===== src/ebus_pkg.sv =====
// Constants and types shared by the external bus master files
package ebus_pkg;

  // ==========================================================
  // Clock and bus timing
  // ==========================================================
  localparam int CLK_NS = 4;     // System clock period
  localparam int HALF_NS = 8;    // Bus half period
  // Half period in clock cycles, rounded up
  localparam int HALF_CYC = (HALF_NS + CLK_NS - 1) / CLK_NS;
  localparam logic [3:0] HALF_LAST = 4'(HALF_CYC - 1);

  // ==========================================================
  // Address space codes
  // ==========================================================
  localparam logic [2:0] SPACE_USER_DATA = 3'h1;
  localparam logic [2:0] SPACE_USER_PROG = 3'h2;
  localparam logic [2:0] SPACE_SUP_DATA = 3'h5;
  localparam logic [2:0] SPACE_SUP_PROG = 3'h6;
  localparam logic [2:0] SPACE_CPU = 3'h7;

  // ==========================================================
  // Size line codes, size_hi then size_lo
  // ==========================================================
  localparam logic [1:0] SIZE_BYTE = 2'h1;
  localparam logic [1:0] SIZE_WORD = 2'h2;
  localparam logic [1:0] SIZE_THREE = 2'h3;
  localparam logic [1:0] SIZE_LONG = 2'h0;

  // ==========================================================
  // Reset values
  // ==========================================================
  localparam int SYNC_W = 21;                      // Synchronised pins
  localparam logic [20:0] SYNC_RST = 21'h1fffff;   // Pins idle high
  localparam logic [23:0] ADDR_RST = 24'h000000;
  localparam logic [31:0] WORD_RST = 32'h00000000;
  localparam logic [15:0] DATA_RST = 16'h0000;
  localparam logic [3:0] TICK_RST = 4'h0;

  // ==========================================================
  // Bus cycle sequencer states
  // ==========================================================
  typedef enum logic [5:0] {
    ST_IDLE = 6'h01,
    ST_ADDR = 6'h02,
    ST_STRB = 6'h04,
    ST_WDAT = 6'h08,
    ST_WAIT = 6'h10,
    ST_END = 6'h20
  } bus_state_e;

endpackage


===== src/pin_sync.sv =====
// Two-stage synchroniser for the bus input pins
`timescale 1ns/100ps
module pin_sync
  import ebus_pkg::*;
(
  // Clock and reset
  input wire logic clock,
  input wire logic arst_n,
  // Pins in, synchronised copy out
  input wire logic [SYNC_W-1:0] pins,
  output logic [SYNC_W-1:0] pins_sync
);

  logic [SYNC_W-1:0] meta_ff; // First stage, read only by second
  logic [SYNC_W-1:0] sync_ff; // Second stage

  // ==========================================================
  // One two-flop chain per pin
  // ==========================================================
  genvar gi;
  generate
    for (gi = 0; gi < SYNC_W; gi++) begin : g_bit
      // Chain for one pin
      always_ff @(posedge clock or negedge arst_n) begin
        if (!arst_n) begin
          meta_ff[gi] <= SYNC_RST[gi];
          sync_ff[gi] <= SYNC_RST[gi];
        end else begin
          meta_ff[gi] <= pins[gi];
          sync_ff[gi] <= meta_ff[gi];
        end
      end
    end
  endgenerate

  assign pins_sync = sync_ff;

endmodule


===== src/half_ticker.sv =====
// Bus half-period tick generator
`timescale 1ns/100ps
module half_ticker
  import ebus_pkg::*;
(
  // Clock and reset
  input wire logic clock,
  input wire logic arst_n,
  // Restart aligns the next half period
  input wire logic restart,
  output logic tick
);

  logic [3:0] cnt_ff; // Cycles into the half period

  // ==========================================================
  // Free-running count, restarted at a new transfer
  // ==========================================================
  always_ff @(posedge clock or negedge arst_n) begin
    if (!arst_n) begin
      cnt_ff <= TICK_RST;
    end else if (restart || cnt_ff == HALF_LAST) begin
      cnt_ff <= TICK_RST;
    end else begin
      cnt_ff <= cnt_ff + 4'h1;
    end
  end

  // Last cycle of each half period
  assign tick = (cnt_ff == HALF_LAST);

endmodule


===== src/ebus_master.sv =====
// Asynchronous external bus master with dynamic bus sizing
// Functional notes
// - Space code marks user, supervisor, control space
// - Address of leading byte held during strobe
// - Address strobe falls half period after start
// - Read data captured at the cycle's last sample
// - Writes drive all sixteen data lines
// - Write data driven half period after strobe
// - Read data strobe falls with address strobe
// - Write data strobe one period after strobe
// - Acknowledge pair: wait, 8-bit, 16-bit, reserved
// - Bus fault ends the cycle as error
// - Fault with halt raises bus exception
// - Autovector ends only interrupt acknowledge cycles
// - Long word: two 16-bit or four 8-bit cycles
// - Assume 16-bit port, continue after 8-bit ack
// - Operand bytes numbered from most significant
// - Size lines give bytes still to move
// - Word base plus byte offset steer lanes
// - Odd word or long requests are refused
// - Long word: high word first, then low
// - Size codes: 01,10,11,00 for 1,2,3,4
`timescale 1ns/100ps
module ebus_master
  import ebus_pkg::*;
(
  // Clock and reset
  input wire logic clock,
  input wire logic arst_n,
  // Transfer request
  input wire logic req,
  input wire logic req_write,
  input wire logic [1:0] req_size,
  input wire logic [2:0] req_space,
  input wire logic [23:0] req_addr,
  input wire logic [31:0] req_wdata,
  // Transfer result
  output logic busy,
  output logic done,
  output logic reject,
  output logic fault,
  output logic fault_exc,
  output logic autovec,
  output logic [31:0] rdata,
  // Bus outputs
  output logic [23:0] addr,
  output logic [2:0] space_code,
  output logic size_hi,
  output logic size_lo,
  output logic read_write,
  output logic addr_strobe_n,
  output logic data_strobe_n,
  output logic [15:0] data_out,
  output logic data_oe_n,
  // Bus inputs
  input wire logic [15:0] data_in,
  input wire logic ack_hi_n,
  input wire logic ack_lo_n,
  input wire logic bus_fault_n,
  input wire logic halt_n,
  input wire logic auto_vector_n
);

  // ==========================================================
  // Declarations
  // ==========================================================
  bus_state_e state_ff;          // Cycle sequencer
  logic phase_ff;                // Sample slot inside wait
  logic [23:0] base_ff;          // Operand start address
  logic [1:0] idx_ff;            // Operand bytes already moved
  logic [2:0] rem_ff;            // Operand bytes left
  logic [2:0] tot_ff;            // Operand length in bytes
  logic write_ff;                // Transfer direction
  logic iack_ff;                 // Interrupt acknowledge transfer
  logic more_ff;                 // Another cycle follows
  logic [31:0] opbuf_ff;         // Write operand, byte 0 on top
  logic [31:0] rbuf_ff;          // Read operand, byte 0 on top
  logic flt_ff;                  // Transfer ended by bus fault
  logic exc_ff;                  // Fault came with halt
  logic av_ff;                   // Transfer ended by autovector
  logic [23:0] addr_ff;
  logic [2:0] space_ff;
  logic [1:0] size_ff;
  logic rw_ff;
  logic as_n_ff;
  logic ds_n_ff;
  logic [15:0] wdata_ff;
  logic oe_n_ff;
  logic busy_ff;
  logic done_ff;
  logic reject_ff;
  logic fault_ff;
  logic fault_exc_ff;
  logic autovec_ff;
  logic [31:0] rdata_ff;
  logic [SYNC_W-1:0] sync_q;     // Synchronised pins
  logic tick;                    // End of a half period
  logic ack_hi_s, ack_lo_s, flt_s, halt_s, av_s;
  logic [15:0] din_s;
  logic accept, bad_req, go, sample, t8, t16, flt, av, hit;
  logic finish;
  logic [2:0] step;
  logic [2:0] req_bytes;
  logic [1:0] nidx;

  // ==========================================================
  // Helpers
  // ==========================================================
  // Operand byte k, byte 0 most significant
  function automatic logic [7:0] op_byte(input logic [31:0] v,
                                         input logic [1:0] k);
    op_byte = v[{~k, 3'h0} +: 8];
  endfunction

  // ==========================================================
  // Pin synchroniser and half-period timer
  // ==========================================================
  pin_sync u_sync (
    .clock(clock),
    .arst_n(arst_n),
    .pins({ack_hi_n, ack_lo_n, bus_fault_n, halt_n, auto_vector_n,
           data_in}),
    .pins_sync(sync_q)
  );

  half_ticker u_tick (
    .clock(clock),
    .arst_n(arst_n),
    .restart(go),
    .tick(tick)
  );

  assign ack_hi_s = sync_q[20];
  assign ack_lo_s = sync_q[19];
  assign flt_s = sync_q[18];
  assign halt_s = sync_q[17];
  assign av_s = sync_q[16];
  assign din_s = sync_q[15:0];

  // ==========================================================
  // Request decode
  // ==========================================================
  // Byte count of the requested operand, four for both the long and the three-byte codes
  always_comb begin
    unique case (req_size)
      SIZE_BYTE: req_bytes = 3'h1;
      SIZE_WORD: req_bytes = 3'h2;
      default: req_bytes = 3'h4;
    endcase
  end

  assign accept = req && (state_ff == ST_IDLE);
  // Odd word or long, or a reserved space, is refused
  assign bad_req = (req_addr[0] && req_size != SIZE_BYTE)
                || !(req_space == SPACE_USER_DATA
                  || req_space == SPACE_USER_PROG
                  || req_space == SPACE_SUP_DATA
                  || req_space == SPACE_SUP_PROG
                  || req_space == SPACE_CPU);
  assign go = accept && !bad_req;

  // ==========================================================
  // Termination decode
  // ==========================================================
  // Sample once per full period while waiting
  assign sample = (state_ff == ST_WAIT) && tick && phase_ff;
  assign t8 = ack_hi_s && !ack_lo_s;
  assign t16 = !ack_hi_s && ack_lo_s;
  assign flt = !flt_s;
  assign av = !av_s && iack_ff;
  assign hit = sample && (t8 || t16 || flt || av);
  // Two bytes only on a 16-bit ack at an even address
  assign step = (t16 && !addr_ff[0] && rem_ff >= 3'h2) ? 3'h2 : 3'h1;
  assign nidx = idx_ff + 2'h1;
  assign finish = (state_ff == ST_END) && tick && !more_ff;

  // ==========================================================
  // Cycle sequencer
  // ==========================================================
  always_ff @(posedge clock or negedge arst_n) begin
    if (!arst_n) begin
      state_ff <= ST_IDLE;
    end else begin
      unique case (state_ff)
        ST_IDLE: begin
          if (go) begin
            state_ff <= ST_ADDR;
          end
        end
        ST_ADDR: begin
          if (tick) begin
            state_ff <= ST_STRB;
          end
        end
        ST_STRB: begin
          if (tick) begin
            state_ff <= write_ff ? ST_WDAT : ST_WAIT;
          end
        end
        ST_WDAT: begin
          if (tick) begin
            state_ff <= ST_WAIT;
          end
        end
        ST_WAIT: begin
          if (hit) begin
            state_ff <= ST_END;
          end
        end
        ST_END: begin
          if (tick) begin
            state_ff <= more_ff ? ST_ADDR : ST_IDLE;
          end
        end
      endcase
    end
  end

  // Wait phase, first slot samples at once
  always_ff @(posedge clock or negedge arst_n) begin
    if (!arst_n) begin
      phase_ff <= 1'b1;
    end else if (state_ff != ST_WAIT) begin
      phase_ff <= 1'b1;
    end else if (tick) begin
      phase_ff <= ~phase_ff;
    end
  end

  // ==========================================================
  // Operand bookkeeping
  // ==========================================================
  always_ff @(posedge clock or negedge arst_n) begin
    if (!arst_n) begin
      base_ff <= ADDR_RST;
      idx_ff <= 2'h0;
      rem_ff <= 3'h0;
      tot_ff <= 3'h0;
      write_ff <= 1'b0;
      iack_ff <= 1'b0;
      more_ff <= 1'b0;
      opbuf_ff <= WORD_RST;
      flt_ff <= 1'b0;
      exc_ff <= 1'b0;
      av_ff <= 1'b0;
    end else if (go) begin
      // Left-justify so byte 0 is most significant
      base_ff <= req_addr;
      idx_ff <= 2'h0;
      rem_ff <= req_bytes;
      tot_ff <= req_bytes;
      write_ff <= req_write;
      iack_ff <= (req_space == SPACE_CPU);
      more_ff <= 1'b0;
      flt_ff <= 1'b0;
      exc_ff <= 1'b0;
      av_ff <= 1'b0;
      unique case (req_size)
        SIZE_BYTE: opbuf_ff <= {req_wdata[7:0], 24'h000000};
        SIZE_WORD: opbuf_ff <= {req_wdata[15:0], 16'h0000};
        default: opbuf_ff <= req_wdata;
      endcase
    end else if (hit) begin
      // Fault wins, then autovector, then data ack
      flt_ff <= flt;
      exc_ff <= flt && !halt_s;
      av_ff <= !flt && av;
      more_ff <= !flt && !av && (rem_ff > step);
      if (!flt && !av) begin
        idx_ff <= idx_ff + step[1:0];
        rem_ff <= rem_ff - step;
      end
    end
  end

  // ==========================================================
  // Address, space, size and direction outputs
  // ==========================================================
  always_ff @(posedge clock or negedge arst_n) begin
    if (!arst_n) begin
      addr_ff <= ADDR_RST;
      space_ff <= 3'h0;
      size_ff <= SIZE_LONG;
      rw_ff <= 1'b1;
    end else if (go) begin
      addr_ff <= req_addr;
      space_ff <= req_space;
      size_ff <= req_bytes[1:0];
      rw_ff <= !req_write;
    end else if ((state_ff == ST_END) && tick && more_ff) begin
      // Next part: word base plus offset of next byte
      addr_ff <= base_ff + {22'h000000, idx_ff};
      size_ff <= rem_ff[1:0];
    end
  end

  // ==========================================================
  // Strobes
  // ==========================================================
  always_ff @(posedge clock or negedge arst_n) begin
    if (!arst_n) begin
      as_n_ff <= 1'b1;
      ds_n_ff <= 1'b1;
    end else if ((state_ff == ST_ADDR) && tick) begin
      as_n_ff <= 1'b0;
      ds_n_ff <= write_ff;
    end else if ((state_ff == ST_WDAT) && tick) begin
      ds_n_ff <= 1'b0;
    end else if (hit) begin
      as_n_ff <= 1'b1;
      ds_n_ff <= 1'b1;
    end
  end

  // ==========================================================
  // Write data lanes
  // ==========================================================
  always_ff @(posedge clock or negedge arst_n) begin
    if (!arst_n) begin
      wdata_ff <= DATA_RST;
      oe_n_ff <= 1'b1;
    end else if ((state_ff == ST_STRB) && tick && write_ff) begin
      // Upper lane always carries the current byte
      oe_n_ff <= 1'b0;
      wdata_ff[15:8] <= op_byte(opbuf_ff, idx_ff);
      if (addr_ff[0]) begin
        wdata_ff[7:0] <= op_byte(opbuf_ff, idx_ff);
      end else begin
        wdata_ff[7:0] <= op_byte(opbuf_ff, nidx);
      end
    end else if ((state_ff == ST_END) && tick) begin
      oe_n_ff <= 1'b1;
    end
  end

  // ==========================================================
  // Read data capture
  // ==========================================================
  always_ff @(posedge clock or negedge arst_n) begin
    if (!arst_n) begin
      rbuf_ff <= WORD_RST;
    end else if (go) begin
      rbuf_ff <= WORD_RST;
    end else if (hit && !write_ff && !flt && !av) begin
      if (t8) begin
        // Byte port lives on the upper lane
        rbuf_ff[{~idx_ff, 3'h0} +: 8] <= din_s[15:8];
      end else if (addr_ff[0]) begin
        rbuf_ff[{~idx_ff, 3'h0} +: 8] <= din_s[7:0];
      end else begin
        rbuf_ff[{~idx_ff, 3'h0} +: 8] <= din_s[15:8];
        if (step == 3'h2) begin
          rbuf_ff[{~nidx, 3'h0} +: 8] <= din_s[7:0];
        end
      end
    end
  end

  // ==========================================================
  // Result reporting
  // ==========================================================
  always_ff @(posedge clock or negedge arst_n) begin
    if (!arst_n) begin
      busy_ff <= 1'b0;
      done_ff <= 1'b0;
      reject_ff <= 1'b0;
      fault_ff <= 1'b0;
      fault_exc_ff <= 1'b0;
      autovec_ff <= 1'b0;
      rdata_ff <= WORD_RST;
    end else begin
      done_ff <= finish;
      reject_ff <= accept && bad_req;
      fault_ff <= finish && flt_ff;
      fault_exc_ff <= finish && exc_ff;
      autovec_ff <= finish && av_ff;
      if (go) begin
        busy_ff <= 1'b1;
      end else if (finish) begin
        busy_ff <= 1'b0;
      end
      // Right-justify the read operand
      if (finish && !write_ff) begin
        unique case (tot_ff)
          3'h1: rdata_ff <= {24'h000000, rbuf_ff[31:24]};
          3'h2: rdata_ff <= {16'h0000, rbuf_ff[31:16]};
          default: rdata_ff <= rbuf_ff;
        endcase
      end
    end
  end

  // Ports straight from flops
  assign busy = busy_ff;
  assign done = done_ff;
  assign reject = reject_ff;
  assign fault = fault_ff;
  assign fault_exc = fault_exc_ff;
  assign autovec = autovec_ff;
  assign rdata = rdata_ff;
  assign addr = addr_ff;
  assign space_code = space_ff;
  assign size_hi = size_ff[1];
  assign size_lo = size_ff[0];
  assign read_write = rw_ff;
  assign addr_strobe_n = as_n_ff;
  assign data_strobe_n = ds_n_ff;
  assign data_out = wdata_ff;
  assign data_oe_n = oe_n_ff;

  // ==========================================================
  // Checks
  // ==========================================================
  as_delay_a: assert property (@(posedge clock) disable iff (!arst_n)
    go |=> as_n_ff [*2] ##1 !as_n_ff)
    else $error("address strobe not half period after start");

  addr_hold_a: assert property (@(posedge clock) disable iff (!arst_n)
    (!as_n_ff && $past(!as_n_ff)) |-> $stable(addr_ff)
      && $stable(space_ff))
    else $error("address moved while strobe asserted");

  rd_strobe_a: assert property (@(posedge clock) disable iff (!arst_n)
    ($fell(as_n_ff) && rw_ff) |-> $fell(ds_n_ff))
    else $error("read data strobe not with address strobe");

  wr_strobe_a: assert property (@(posedge clock) disable iff (!arst_n)
    ($fell(as_n_ff) && !rw_ff) |-> ds_n_ff [*4] ##1 !ds_n_ff)
    else $error("write data strobe not one period late");

  wr_data_a: assert property (@(posedge clock) disable iff (!arst_n)
    ($fell(as_n_ff) && !rw_ff) |-> oe_n_ff [*2] ##1 !oe_n_ff)
    else $error("write data not half period after strobe");

  full_drive_a: assert property (@(posedge clock) disable iff (!arst_n)
    (!ds_n_ff && !rw_ff) |-> !oe_n_ff)
    else $error("write strobe without data drive");

  size_code_a: assert property (@(posedge clock) disable iff (!arst_n)
    !as_n_ff |-> (size_ff == rem_ff[1:0]) && (rem_ff != 3'h0))
    else $error("size lines differ from bytes left");

  wait_hold_a: assert property (@(posedge clock) disable iff (!arst_n)
    (state_ff == ST_WAIT && $past(state_ff) == ST_WAIT)
      |-> $stable(wdata_ff) && !as_n_ff && $stable(ds_n_ff))
    else $error("outputs moved during wait states");

  misalign_a: assert property (@(posedge clock) disable iff (!arst_n)
    (accept && req_addr[0] && req_size != SIZE_BYTE)
      |=> reject_ff && !busy_ff)
    else $error("odd word request not refused");

  fault_end_a: assert property (@(posedge clock) disable iff (!arst_n)
    (hit && flt) |-> ##[1:4] (done_ff && fault_ff))
    else $error("bus fault did not end transfer");

endmodule


===== config.mk =====
export PLATFORM = sky130hd
export DESIGN_NAME = ebus_master
export DESIGN_NICKNAME = d
export VERILOG_FILES = /design/src/ebus_pkg.sv /design/src/pin_sync.sv /design/src/half_ticker.sv /design/src/ebus_master.sv
export SDC_FILE = /design/constraint.sdc
export NUM_CORES = 1
export LEC_CHECK = 0
export BUFFER_PORTS_ARGS = -buffer_cell sky130_fd_sc_hd__buf_2
export CORE_MARGIN = 4
export CORE_UTILIZATION = 51
export DETAILED_ROUTE_END_ITERATION = 16
export PLACE_DENSITY = 0.69
export SLEW_MARGIN = 20
export SYNTH_ARGS = -nofsm -noshare
export SYNTH_HDL_FRONTEND = slang
export SYNTH_HIERARCHICAL = 1
export SYNTH_SLANG_ARGS = --single-unit

===== constraint.sdc =====
create_clock -name clock -period 3.8 [get_ports clock]
set_input_delay 0.19 -clock clock [delete_from_list [all_inputs] [get_ports clock]]
set_output_delay 0.19 -clock clock [all_outputs]
set_load 0.005 [all_outputs]

# Word-level counts from Yosys, hierarchy flattened
# Index checks and enable logic that the tools add are counted.
dict set report op_classes {
  order_cmp 2
  mul 0
  n_div 0
  n_mux 52
  shifts 7
  n_addsub 7
  eq_ne 26
  n_bitwise 3
  reduce_logical 63
}
# cell n
set ops {}
lappend ops {{32-bit two-way mux} 5}
lappend ops {{32-bit case mux with 2 select lines} 2}
lappend ops {{32-bit bitwise mux} 3}
lappend ops {{8-bit by 7-bit variable part select with 32-bit output} 3}
lappend ops {{8-bit by 7-bit variable shift with 32-bit output (first input constant)} 2}
lappend ops {{32-bit by 6-bit variable part select with 8-bit output} 2}
lappend ops {{24-bit two-way mux} 2}
lappend ops {{6-bit two-way mux} 6}
lappend ops {{6-bit case mux with 6 select lines} 1}
lappend ops {{1-bit logical AND} 30}
lappend ops {{24-bit by 2-bit adder with 24-bit output} 1}
lappend ops {{1-bit two-way mux} 19}
lappend ops {{2-bit nonzero test} 8}
lappend ops {{2-bit two-way mux} 7}
lappend ops {{5-bit negation with 7-bit output} 2}
lappend ops {{1-bit zero test} 12}
lappend ops {{2-bit != test (second input constant)} 6}
lappend ops {{3-bit equality test (second input constant)} 3}
lappend ops {{1-bit logical OR} 9}
lappend ops {{3-bit two-way mux} 3}
lappend ops {{8-bit two-way mux} 1}
lappend ops {{3-bit by 1-bit equality test with 1-bit output (second input constant)} 2}
lappend ops {{3-bit by 2-bit equality test with 1-bit output (second input constant)} 2}
lappend ops {{6-bit by 1-bit equality test with 1-bit output (second input constant)} 1}
lappend ops {{24 further kinds} 28}
dict set report totals {
  ramBits 0
  inputBits 86
  regBits 242
  mem_count 0
  latch_bits 0
  romBits 0
}

# Logic depth before layout (Yosys ltp)
# Gate-level depths: netlist of the first run.
dict set report depth {
  depth_word 11
  mapped_depth 12
}

# Modules after synthesis
# The synthesis of the first run kept the hierarchy.
# mod area_per_inst_um2 cells_each instances
set by_module_without_submodules {}
lappend by_module_without_submodules {ebus_master 10460.0 1123 1}
lappend by_module_without_submodules {pin_sync 1103.6 42 1}
lappend by_module_without_submodules {half_ticker 192.7 17 1}

# Least setup slack after synthesis of the first run
# OpenSTA, ideal clock, no wires.
dict set report synth_path {
  kind {register to register}
  start {register idx_ff[0]}
  end {register rbuf_ff[16]}
  arrival_time_ns 2.653
  path_stages_with_launch 10
  n_path_buf 2
  setup_time_ns 0.077
  path_slack_ns 1.070
  cell_sequence {dfrtp_1 buf_2 inv_1 ha_1 or3b_1 clkbuf_1 or4_1 o21ai_1 a22oi_1 o21ai_1}
}
dict set report synth_via {
  elab_chain_cells 10
}
# item line
set synth_lines {}
lappend synth_lines {{from (decl)} ebus_master.sv:70} ;# logic [1:0] idx_ff;
lappend synth_lines {{from (signal assigned)} ebus_master.sv:270} ;# idx_ff <= idx_ff + step[1:0];
lappend synth_lines {{2-bit by 1-bit adder with 2-bit output / 2-bit NOT (equally long branches)} n/a}
lappend synth_lines {{2-bit NOT / 5-bit negation with 7-bit output (equally long branches)} n/a}
lappend synth_lines {{5-bit negation with 7-bit output (tied with other cells)} ebus_master.sv:353} ;# rbuf_ff[{~nidx, 3'h0} +: 8] <= din_s[7:0];
lappend synth_lines {{8-bit by 7-bit variable part select with 32-bit output (tied with other cells)} ebus_master.sv:353}
lappend synth_lines {{32-bit bitwise mux} ebus_master.sv:353}
lappend synth_lines {{32-bit two-way mux} ebus_master.sv:352} ;# if (step == 3'h2) begin
lappend synth_lines {{32-bit two-way mux} ebus_master.sv:348} ;# end else if (addr_ff[0]) begin
lappend synth_lines {{32-bit two-way mux (*)} ebus_master.sv:345} ;# if (t8) begin
lappend synth_lines {{32-bit two-way mux (*)} ebus_master.sv:344} ;# end else if (hit && !write_ff && !flt && !av) begin
lappend synth_lines {{32-bit two-way mux (*)} ebus_master.sv:342} ;# end else if (go) begin
lappend synth_lines {{to (signal, indexed assignment)} ebus_master.sv:347} ;# rbuf_ff[{~idx_ff, 3'h0} +: 8] <= din_s[15:8];
lappend synth_lines {{to (signal, indexed assignment)} ebus_master.sv:349} ;# rbuf_ff[{~idx_ff, 3'h0} +: 8] <= din_s[7:0];
lappend synth_lines {{to (signal, indexed assignment)} ebus_master.sv:351} ;# rbuf_ff[{~idx_ff, 3'h0} +: 8] <= din_s[15:8];
lappend synth_lines {{to (decl)} ebus_master.sv:77} ;# logic [31:0] rbuf_ff;
# Mark *: on every way between the ends. The rest lies on a longest branch, timed or not. The select of a mux whose other input is x is not followed.
# A chain may end at the register's enable or synchronous reset.

# Worst setup path in the final report of the first run
dict set report layout_path {
  start {register idx_ff[0]}
  end {register rbuf_ff[1]}
}
# The elaborated chain is that of the path after synthesis.

==> implementation parameters, run 1 <==
Parameter                              Value

Run status
  Outcome ... complete, no violations

Critical path
  Delay of the slowest cell on the worst path ... 0.93 ns
  Crit start category ... flop
  Endpoint arrival time on the critical path ... 3.55 ns
  Worst Setup Path Type ... reg -> reg
  CP cell instances ... inv_1 -> ha_1 -> nand3_1 -> o31ai_1 -> a22oi_1 -> o21ai_0
  CP max-delay cell ... o31ai_1
  CP top delay family ... compound AO/OA/AOI/OAI gates
  Worst EP required ... 4.25 ns
  Kind of capture point of the worst setup path ... flop
  Peak fanout along the critical path ... 12
  Number of buffers and inverters on the critical path ... 1

Synthesis
  Synth area leaders ... dfrtp_1 41%, dfstp_2 11%, nand2_1 7.3%
  Share of async-settable or async-resettable flops after synthesis ... 100%
  Nets in the synthesized netlist ... 1289
  Most frequently used cell type in the post-synthesis netlist ... nand2_1
  Top cell type by total area after synthesis ... dfrtp_1
  Flip-flop and latch count after synthesis ... 242
  Synth cell types ... 71
  Netlist area before placement ... 11800 µm²
  Post-synthesis sequential area ratio ... 52.0%
  EDFF count, synth ... 0
  Share of the synthesized area in the top cell type ... 41.3%
  Synth warn ... 6
  Commonest cells in the synthesized netlist ... 229 x nand2_1, 194 x dfrtp_1, 126 x o21ai_0
  Most used flip-flop cell after synthesis ... dfrtp_1
  Mean instance size in the synthesized netlist ... 9.95 µm²
  Number of instances in the synthesized netlist ... 1182

STA
  Slew at the pin closest to its max-slew limit ... 0.984 ns
  Worst rel slew slack ... 33.9%
  Setup repair after global routing missed its margin ... false
  Final hold violations ... 0
  Setup TNS ... 0 ns
  Min Hold Slack ... 0.207 ns
  Fmax achieved ... 322 MHz
  Period minus WS final ... 3.11 ns
  Pins over their slew limit ... 0
  Crit share post-route ... 81.7%
  Worst clock skew ... 0.0262 ns
  Final setup viols ... 0

Floorplan
  Core Footprint ... 22600 µm²
  Starting density of the core ... 51.9%
  Die Outline Area ... 25500 µm²
  Number of rows in the core area ... 55
  Vertical die dimension ... 160 µm
  Overall die width ... 160 µm
  Number of ports placed on the die boundary ... 173

Power and ir drop
  Switching part of the total power ... 32.0%
  Share of power burned in combinational logic ... 26.1%
  Net switching power figure ... 2720 µW
  P per Cell Area ... 584 nW/µm²
  Share of total power in the clock network ... 31.5%
  Register share of total power ... 42.4%
  Static Leakage ... 0.00708 µW
  Internal power component ... 5760 µW
  IR drop worst, VDD ... 0.000279 V

Clock tree
  Source-to-sink clock delay at the later pin of the worst-skew pair ... 0.54 ns
  # Post-CTS Setup Buffers ... 0
  Maximum buffer depth of the clock tree ... 3
  TritonCTS clock tree ... done
  Clk sink count ... 242
  Number of gates resized after cts ... 0
  Clock buffers created by TritonCTS ... 26
  Root buf cell ... clkbuf_16
  H-tree levels ... 1
  Clock transition time at the flip-flop clock pins of the worst setup and hold paths ... 0.06 ns
  Number of hold buffers added after cts ... 83

Cells and area
  FF+latch area ... 6120 µm²
  End-of-flow core utilization ... 64.2%
  Total number of nets in the final design ... 1513
  Final Cell Area ... 14500 µm²
  Total of fill cells in the finished design ... 1820
  Share of post-route cells with drive strength above 1 ... 24.0%
  # diodes ... 0
  Area used by multi-input combinational logic ... 5170 µm²
  Area added between synthesis and finish ... 23.5%

Drt
  Drt drc ... 0
  DRT antenna net count ... 0
  Routed WL ... 30500 µm
  Average via count per standard cell ... 5.64
  Detailed-route via count ... 9643
  Post-detailed-route wirelength per cell ... 17.8 µm
  Detailed Route Iter0 Violations ... 880
  Number of search-and-repair iterations in the first detailed-routing pass ... 5

Global route
  Initial antenna violation count ... 0
  Global-route wire length before repair ... 50100 µm
  Pin count of the biggest net entering global routing ... 98
  Overall global routing resource usage ... 23.7%
  Remaining Overflow, GRT ... 0
  Via count of the first global-routing pass ... 9570

Min path
  Min-delay worst type ... in -> async

Placed design
  Buffers added on ports ... 172
  Instance area at placement ... 12800 µm²
  DP HPWL ... 20100 µm
  GP Congestion ... 0.890

Flow run
  Max-capacitance violation count ... 0
-- sequential cells by signal, indices dropped and copies added (netlist names), 2 cells and up --
register,count
u_tick/cnt_ff,4
size_ff,2
opbuf_ff,32
data_out,16
rdata,32
tot_ff,3
rem_ff,3
state_ff,6
space_code,3
u_sync/meta_ff,21
base_ff,24
u_sync/pins_sync,21
idx_ff,2
addr,24
rbuf_ff,32
-- logic make-up after synthesis --
kind of cell | count (synthesis) | synth area share (%)
AO/OA/AOI/OAI | 283 | 14.9
XOR/XNOR | 21 | 1.56
adder cells (fa/ha/maj) | 21 | 2.36
buffers and inverters | 109 | 4.08
flip-flops | 242 | 52.0
multiplexers | 55 | 6.65
AND/OR/NAND/NOR | 451 | 18.4
-- layer usage --
metal	vias up	wire length [µm]	global-route usage [%]
met5	-	0	0
met1	4603	13600	33.6
met4	0	828	7.86
li1	4618	-	-
met3	70	2200	4.80
met2	352	13800	36.9
-- cells in the final DEF, fill, tap and decap left out, types with 4 or more instances in the layout --
cell type | Yosys | layout
and3_1 | 5 | 5
nor2b_1 | 12 | 12
nor3_1 | 12 | 12
clkbuf_8 | 0 | 9
buf_2 | 20 | 171
mux2_2 | 24 | 24
o211ai_1 | 5 | 5
o21ai_1 | 15 | 16
xor2_1 | 14 | 14
nand3_1 | 75 | 75
o2bb2ai_1 | 23 | 23
o22ai_1 | 7 | 7
o221ai_1 | 8 | 8
nand2b_1 | 9 | 8
clkbuf_16 | 0 | 28
o21a_1 | 4 | 4
dfrtp_1 | 194 | 194
clkinv_2 | 0 | 9
mux4_2 | 16 | 16
nand2_1 | 229 | 229
a22oi_1 | 44 | 44
o21ai_0 | 126 | 125
xnor2_1 | 7 | 7
and2_1 | 9 | 9
nor2_1 | 51 | 51
buf_4 | 2 | 12
dlygate4sd3_1 | 0 | 83
mux2i_1 | 14 | 14
inv_1 | 33 | 33
a21oi_1 | 31 | 31
nand4_1 | 14 | 14
ha_1 | 19 | 18
dfstp_2 | 48 | 48
-- power groups by stage --
stage	sequential, µW	clock, µW	combinational [µW]
2_1_floorplan	3440	0	1490
5_1_grt	3650	2830	2500
4_1_cts	3580	2710	2220
3_3_place_gp	3620	0	2090
6_report	3600	2670	2210
3_5_place_dp	3620	0	2130
-- worst register-to-register path, stage by stage (launching register included) --
cell	delay, ns
dfrtp_1	0.66
inv_1	0.19
ha_1	0.44
nand3_1	0.41
o31ai_1	0.93
a22oi_1	0.20
o21ai_0	0.20
-- worst paths after layout --
check	from	to	slack, ns	cells past startpoint
min reg2reg	u_sync/meta_ff[15]	u_sync/pins_sync[15]	0.35	0
min	arst_n	done	0.21	2
min in group clock	req_size[1]	tot_ff[1]	0.23	4
max reg2reg	idx_ff[0]	rbuf_ff[1]	0.69	6
max	idx_ff[0]	rbuf_ff[1]	0.69	6
max in group asynchronous	arst_n	fault	2.61	3
-- per-stage QoR --
stage	worst slack [ns]	instances	total power (µW)
6_report	0.695	1711	8480
5_1_grt	0.423	1711	8980
4_1_cts	0.792	1711	8510
3_5_place_dp	0.793	1580	5760
3_3_place_gp	0.891	1580	5710
2_1_floorplan	1.07	1182	4930
-- final cells by class --
type,instances,share of cell area [%]
clock buffers,37,5.68
clock inverters,11,0.724
inverters,37,0.956
multi-input cells,831,35.6
flip-flops and latches,242,42.1
well taps,285,2.46
repair buffers,268,12.5
No activity file was read; power rests on OpenSTA's default activity.
==> inputs of run 2 (changes only) <==
Clock period 3.8 ns to 2.9 ns, I/O delays scaled along.
==> run 2 against run 1 <==
  * Critical endpoint is now rbuf_ff[17]
  * Sequential cell count did not move
  * Largest cell class unchanged
  * Register-to-register slack got worse by 0.44 ns
  * Largest power group unchanged
  * Cell count is 0.99% higher
  * Setup slack lost 0.44 ns
  * Sequential power rose by 30%
  * Total power up 29%
  * Non-clock buffer count is 15 higher
==> implementation parameters, run 2 (synthesis results as in run 1) <==
Parameter                              Value

Clock tree
  Clk sink count ... 242
  Source-to-sink clock delay at the later pin of the worst-skew pair ... 0.54 ns
  Root buf cell ... clkbuf_16
  TritonCTS clock tree ... done
  Maximum buffer depth of the clock tree ... 3
  Number of gates resized after cts ... 0
  Clock buffers created by TritonCTS ... 26
  H-tree levels ... 1
  Clock transition time at the flip-flop clock pins of the worst setup and hold paths ... 0.06 ns

Cells and area
  FF+latch area ... 6120 µm²
  Area added between synthesis and finish ... 24.0%
  Area used by multi-input combinational logic ... 5170 µm²
  Non-filler cells, final ... 1728
  Highest-count cells in the layout ignoring fill and taps ... 229 x nand2_1, 194 x dfrtp_1, 171 x buf_2, 126 x o21ai_0, 83 x dlygate4sd3_1
  Total number of nets in the final design ... 1528
  Share of post-route cells with drive strength above 1 ... 24.1%
  Most common library cell in the layout ignoring fill and taps ... nand2_1
  End-of-flow core utilization ... 64.4%
  Total of fill cells in the finished design ... 1803

Power and ir drop
  Share of total power in the clock network ... 29.5%
  IR drop worst, VDD ... 0.000418 V
  Net switching power figure ... 3590 µW
  Share of power burned in combinational logic ... 27.7%
  Internal power component ... 7350 µW
  Register share of total power ... 42.8%
  P per Cell Area ... 750 nW/µm²
  Switching part of the total power ... 32.8%
  Static Leakage ... 0.00711 µW

STA
  Period minus WS final ... 2.64 ns
  Final hold violations ... 0
  Crit share post-route ... 91.2%
  Setup TNS ... 0 ns
  Final setup viols ... 0
  Worst-case setup margin in the final layout ... 0.256 ns
  Pins over their slew limit ... 0
  Worst rel slew slack ... 33.8%
  Worst clock skew ... 0.0155 ns
  Fmax achieved ... 378 MHz
  Slew at the pin closest to its max-slew limit ... 0.984 ns
  Setup repair after global routing missed its margin ... false

Floorplan
  Number of rows in the core area ... 55
  Core Footprint ... 22600 µm²
  Vertical die dimension ... 160 µm
  Number of ports placed on the die boundary ... 173
  Die Outline Area ... 25500 µm²
  Overall die width ... 160 µm
  Starting density of the core ... 51.9%

Critical path
  Cell count of the worst reg-to-reg path ... 7
  Startpoint of the worst-slack reg-to-reg timing path ... idx_ff[1]
  Kind of capture point of the worst setup path ... flop
  Destination of the worst register-to-register timing path ... rbuf_ff[17]
  FF-to-FF setup slack ... 0.26 ns
  Crit start category ... flop
  Worst EP required ... 3.36 ns
  Worst setup path end ... rbuf_ff[17]
  Peak fanout along the critical path ... 10
  Worst Setup SP ... idx_ff[1]
  Endpoint arrival time on the critical path ... 3.10 ns
  Worst Setup Path Type ... reg -> reg

Global route
  Global-route wire length before repair ... 51300 µm
  Via count of the first global-routing pass ... 9788
  Pin count of the biggest net entering global routing ... 94
  Initial antenna violation count ... 1
  Overall global routing resource usage ... 24.3%
  Remaining Overflow, GRT ... 0

Placed design
  Number of placed instances with taps included ... 1595
  GP Congestion ... 0.903
  Pre-CTS WS ... 0.296 ns
  DP HPWL ... 20800 µm
  Buffers added on ports ... 172

Drt
  Highest metal used ... met4
  Detailed-route via count ... 9877
  DRT antenna net count ... 0
  Routed WL ... 31200 µm
  M1 wire length ... 13700 µm
  Detailed Route Iter0 Violations ... 893
  Post-detailed-route wirelength per cell ... 18.1 µm
  Drt drc ... 0
  Number of search-and-repair iterations in the first detailed-routing pass ... 7
  Average via count per standard cell ... 5.72
  Met2 wire len ... 14300 µm
  Wire length on met3 ... 2200 µm

Flow run
  Max-capacitance violation count ... 0

Run status
  Outcome ... complete, no violations

Min path
  Min-delay worst type ... in -> reg
run 2: power groups by stage:
stage | registers (µW) | clock network [µW] | logic, µW
after detailed placement | 4700 | 0 | 2910
after global routing | 4750 | 3430 | 3390
final | 4680 | 3230 | 3030
after global placement | 4700 | 0 | 2840
after floorplan | 4510 | 0 | 1960
after CTS | 4650 | 3280 | 3020
run 2: worst min path at each step:
stage	depth (start not counted)	endpoint	from	slack, ns
floorplan	0	addr[0]	arst_n	-0.15
global placement	1	fault_exc	arst_n	0.22
detailed placement	1	fault_exc	arst_n	0.22
CTS	4	tot_ff[1]	req_size[1]	0.17
global route	4	size_ff[1]	req_size[1]	0.22
finish	4	tot_ff[1]	req_size[1]	0.21
run 2: layer usage:
layer | up-vias | global-route usage, %
met1 | 4754 | 33.8
met2 | 368 | 38.4
met4 | 0 | 8.80
met3 | 83 | 4.57
li1 | 4672 | -
met5 | - | 0
run 2: repair_timing:
item                                   4_1_cts  5_1_grt
buffers inserted                             0        0
endpoints found under the hold margin      179        0
hold buffers                                83        0
run 2: through the flow:
| stage | power [µW] | hold slack (ns) | cell area [µm²] |
|---|---|---|---|
| final | 10900 | 0.213 | 14600 |
| after global routing | 11600 | 0.221 | 14600 |
| after CTS | 11000 | 0.174 | 14600 |
| after detailed placement | 7620 | 0.218 | 12900 |
| after global placement | 7540 | 0.218 | 12900 |
| after floorplan | 6460 | -0.151 | 11800 |
run 2: layout make-up:
type                    count  share of cell area [%]
clock buffers              41                    5.49
multi-input cells         831                    35.5
diodes                      2                  0.0343
flip-flops and latches    242                    42.0
repair buffers            283                    13.4
well taps                 285                    2.45
clock inverters             7                   0.266
inverters                  37                   0.953
run 2: critical path: stages, from the launching register on:
cell     delay, ns
dfrtp_1       0.37
inv_1         0.15
ha_1          0.32
or3b_1        0.56
or4_1         0.46
o21ai_1       0.36
a22oi_1       0.20
o21ai_1       0.15
==> inputs of run 3 (changes only) <==
Settings changed: SKIP_CTS_REPAIR_TIMING set to 1.
Clock period 2.9 ns to 3.3 ns, I/O delays scaled along.
==> run 3 against run 2 <==
  * The flow now finishes with violations (hold timing)
  * Wire length down 0.68%
  * Count of clock-buffer cells in the layout down 3
  * Fmax down 4.3%
  * Hold slack worse by 0.25 ns
  * Total power down 11%
  * First-iteration DRC count down 15%
  * Largest cell class unchanged
  * Largest power group unchanged
  * Highest routed layer unchanged
==> implementation parameters, run 3 (synthesis results as in run 1) <==
Parameter                              Value

Critical path
  Library cell appearing most often on the critical path ... buf_4
  Peak fanout along the critical path ... 20
  FF-to-FF setup slack ... 0.54 ns
  CP top delay family ... simple AND/OR/NAND/NOR gates
  CP cell instances ... buf_4 -> ha_1 -> and3b_1 -> buf_4 -> or4b_2 -> o21ai_1 -> a22oi_1 -> o21ai_0
  Worst EP required ... 3.73 ns
  Kind of capture point of the worst setup path ... flop
  Endpoint arrival time on the critical path ... 3.19 ns
  Number of buffers and inverters on the critical path ... 2
  CP max-delay cell ... or4b_2
  Delay of the slowest cell on the worst path ... 0.60 ns
  Crit start category ... flop
  Worst Setup Path Type ... reg -> reg

Min path
  Min-delay worst type ... in -> reg

Cells and area
  Share of post-route cells with drive strength above 1 ... 24.0%
  Final Cell Area ... 14500 µm²
  End-of-flow core utilization ... 64.1%
  Total of fill cells in the finished design ... 1850
  Area added between synthesis and finish ... 23.4%
  Area used by multi-input combinational logic ... 5170 µm²
  FF+latch area ... 6120 µm²
  Most common library cell in the layout ignoring fill and taps ... nand2_1
  Total number of nets in the final design ... 1516
  Highest-count cells in the layout ignoring fill and taps ... 229 x nand2_1, 194 x dfrtp_1, 171 x buf_2, 126 x o21ai_0, 79 x dlygate4sd3_1
  # diodes ... 0

Clock tree
  H-tree levels ... 1
  TritonCTS clock tree ... done
  Clock transition time at the flip-flop clock pins of the worst setup and hold paths ... 0.07 ns
  Clock buffers created by TritonCTS ... 26
  Root buf cell ... clkbuf_16
  Maximum buffer depth of the clock tree ... 3
  Source-to-sink clock delay at the later pin of the worst-skew pair ... 0.53 ns
  Clk sink count ... 242

STA
  Fmax achieved ... 362 MHz
  Setup repair after global routing missed its margin ... false
  Pins over their slew limit ... 0
  Slew at the pin closest to its max-slew limit ... 0.933 ns
  Worst clock skew ... 0.0134 ns
  Period minus WS final ... 2.76 ns
  Worst rel slew slack ... 37.3%
  Final hold violations ... 4
  Crit share post-route ... 83.8%
  Setup TNS ... 0 ns
  Final setup viols ... 0
  Min Hold Slack ... -0.0379 ns

Power and ir drop
  P per Cell Area ... 667 nW/µm²
  Static Leakage ... 0.00706 µW
  IR drop worst, VDD ... 0.000372 V

Floorplan
  Core Footprint ... 22600 µm²
  Number of ports placed on the die boundary ... 173
  Die Outline Area ... 25500 µm²
  Vertical die dimension ... 160 µm
  Number of rows in the core area ... 55
  Overall die width ... 160 µm
  Starting density of the core ... 51.9%

Global route
  Remaining Overflow, GRT ... 0
  Global-route wire length before repair ... 48500 µm
  Via count of the first global-routing pass ... 9274
  Pin count of the biggest net entering global routing ... 108
  Initial antenna violation count ... 0
  Overall global routing resource usage ... 22.8%

Placed design
  GP Congestion ... 0.929
  DP HPWL ... 20500 µm
  Buffers added on ports ... 172
  Instance area at placement ... 12800 µm²

Drt
  Detailed Route Iter0 Violations ... 760
  DRT antenna net count ... 0
  Post-detailed-route wirelength per cell ... 18.1 µm
  Average via count per standard cell ... 5.67
  Drt drc ... 0
  Number of search-and-repair iterations in the first detailed-routing pass ... 5
  Routed WL ... 31000 µm
  Detailed-route via count ... 9717

Run status
  Failing checks ... hold timing
  Outcome ... finished, violations left

Flow run
  Max-capacitance violation count ... 0
[run 3: worst reg2reg max path: stages (launching register included)]
cell and delay (ns):
dfrtp_1 0.37, buf_4 0.29, ha_1 0.38, and3b_1 0.20
buf_4 0.16, or4b_2 0.60, o21ai_1 0.32, a22oi_1 0.13
o21ai_0 0.21
[run 3: area by class of cell]
cell class | instances | area share (%)
clock buffers | 38 | 5.51
flip-flops and latches | 242 | 42.1
clock inverters | 10 | 0.569
well taps | 285 | 2.46
inverters | 37 | 0.957
multi-input cells | 831 | 35.6
repair buffers | 271 | 12.7
[run 3: per-stage QoR]
step	std cells	setup slack [ns]	total power [µW]
floorplan	1182	0.570	5680
global placement	1587	0.692	6600
detailed placement	1587	0.584	6670
CTS	1635	0.563	9640
global route	1714	0.309	10300
finish	1714	0.536	9680
[run 3: final timing paths]
kind	startpoint	to	cells past startpoint
worst max-delay path	idx_ff[0]	rbuf_ff[28]	8
worst min-delay path	req_wdata[17]	opbuf_ff[17]	3
worst max register to register	idx_ff[0]	rbuf_ff[28]	8
worst min register to register	u_sync/meta_ff[14]	u_sync/pins_sync[14]	0
max in group asynchronous	arst_n	u_sync/meta_ff[1]	3
min in group asynchronous	arst_n	done	2
[run 3: metal layers]
| layer | share of wire, % | track usage (%) | vias to the layer above | wire (µm) |
|---|---|---|---|---|
| li1 | - | - | 4632 | - |
| met1 | 44 | 32.5 | 4690 | 13700 |
| met2 | 47 | 36.5 | 337 | 14700 |
| met3 | 6.5 | 4.31 | 58 | 2020 |
| met4 | 2.2 | 5.75 | 0 | 692 |
| met5 | 0 | 0 | - | 0 |
[run 3: where the power goes]
group          switching, µW  internal (µW)
combinational           1390           1220
sequential               568           3550
clock                   1200           1760
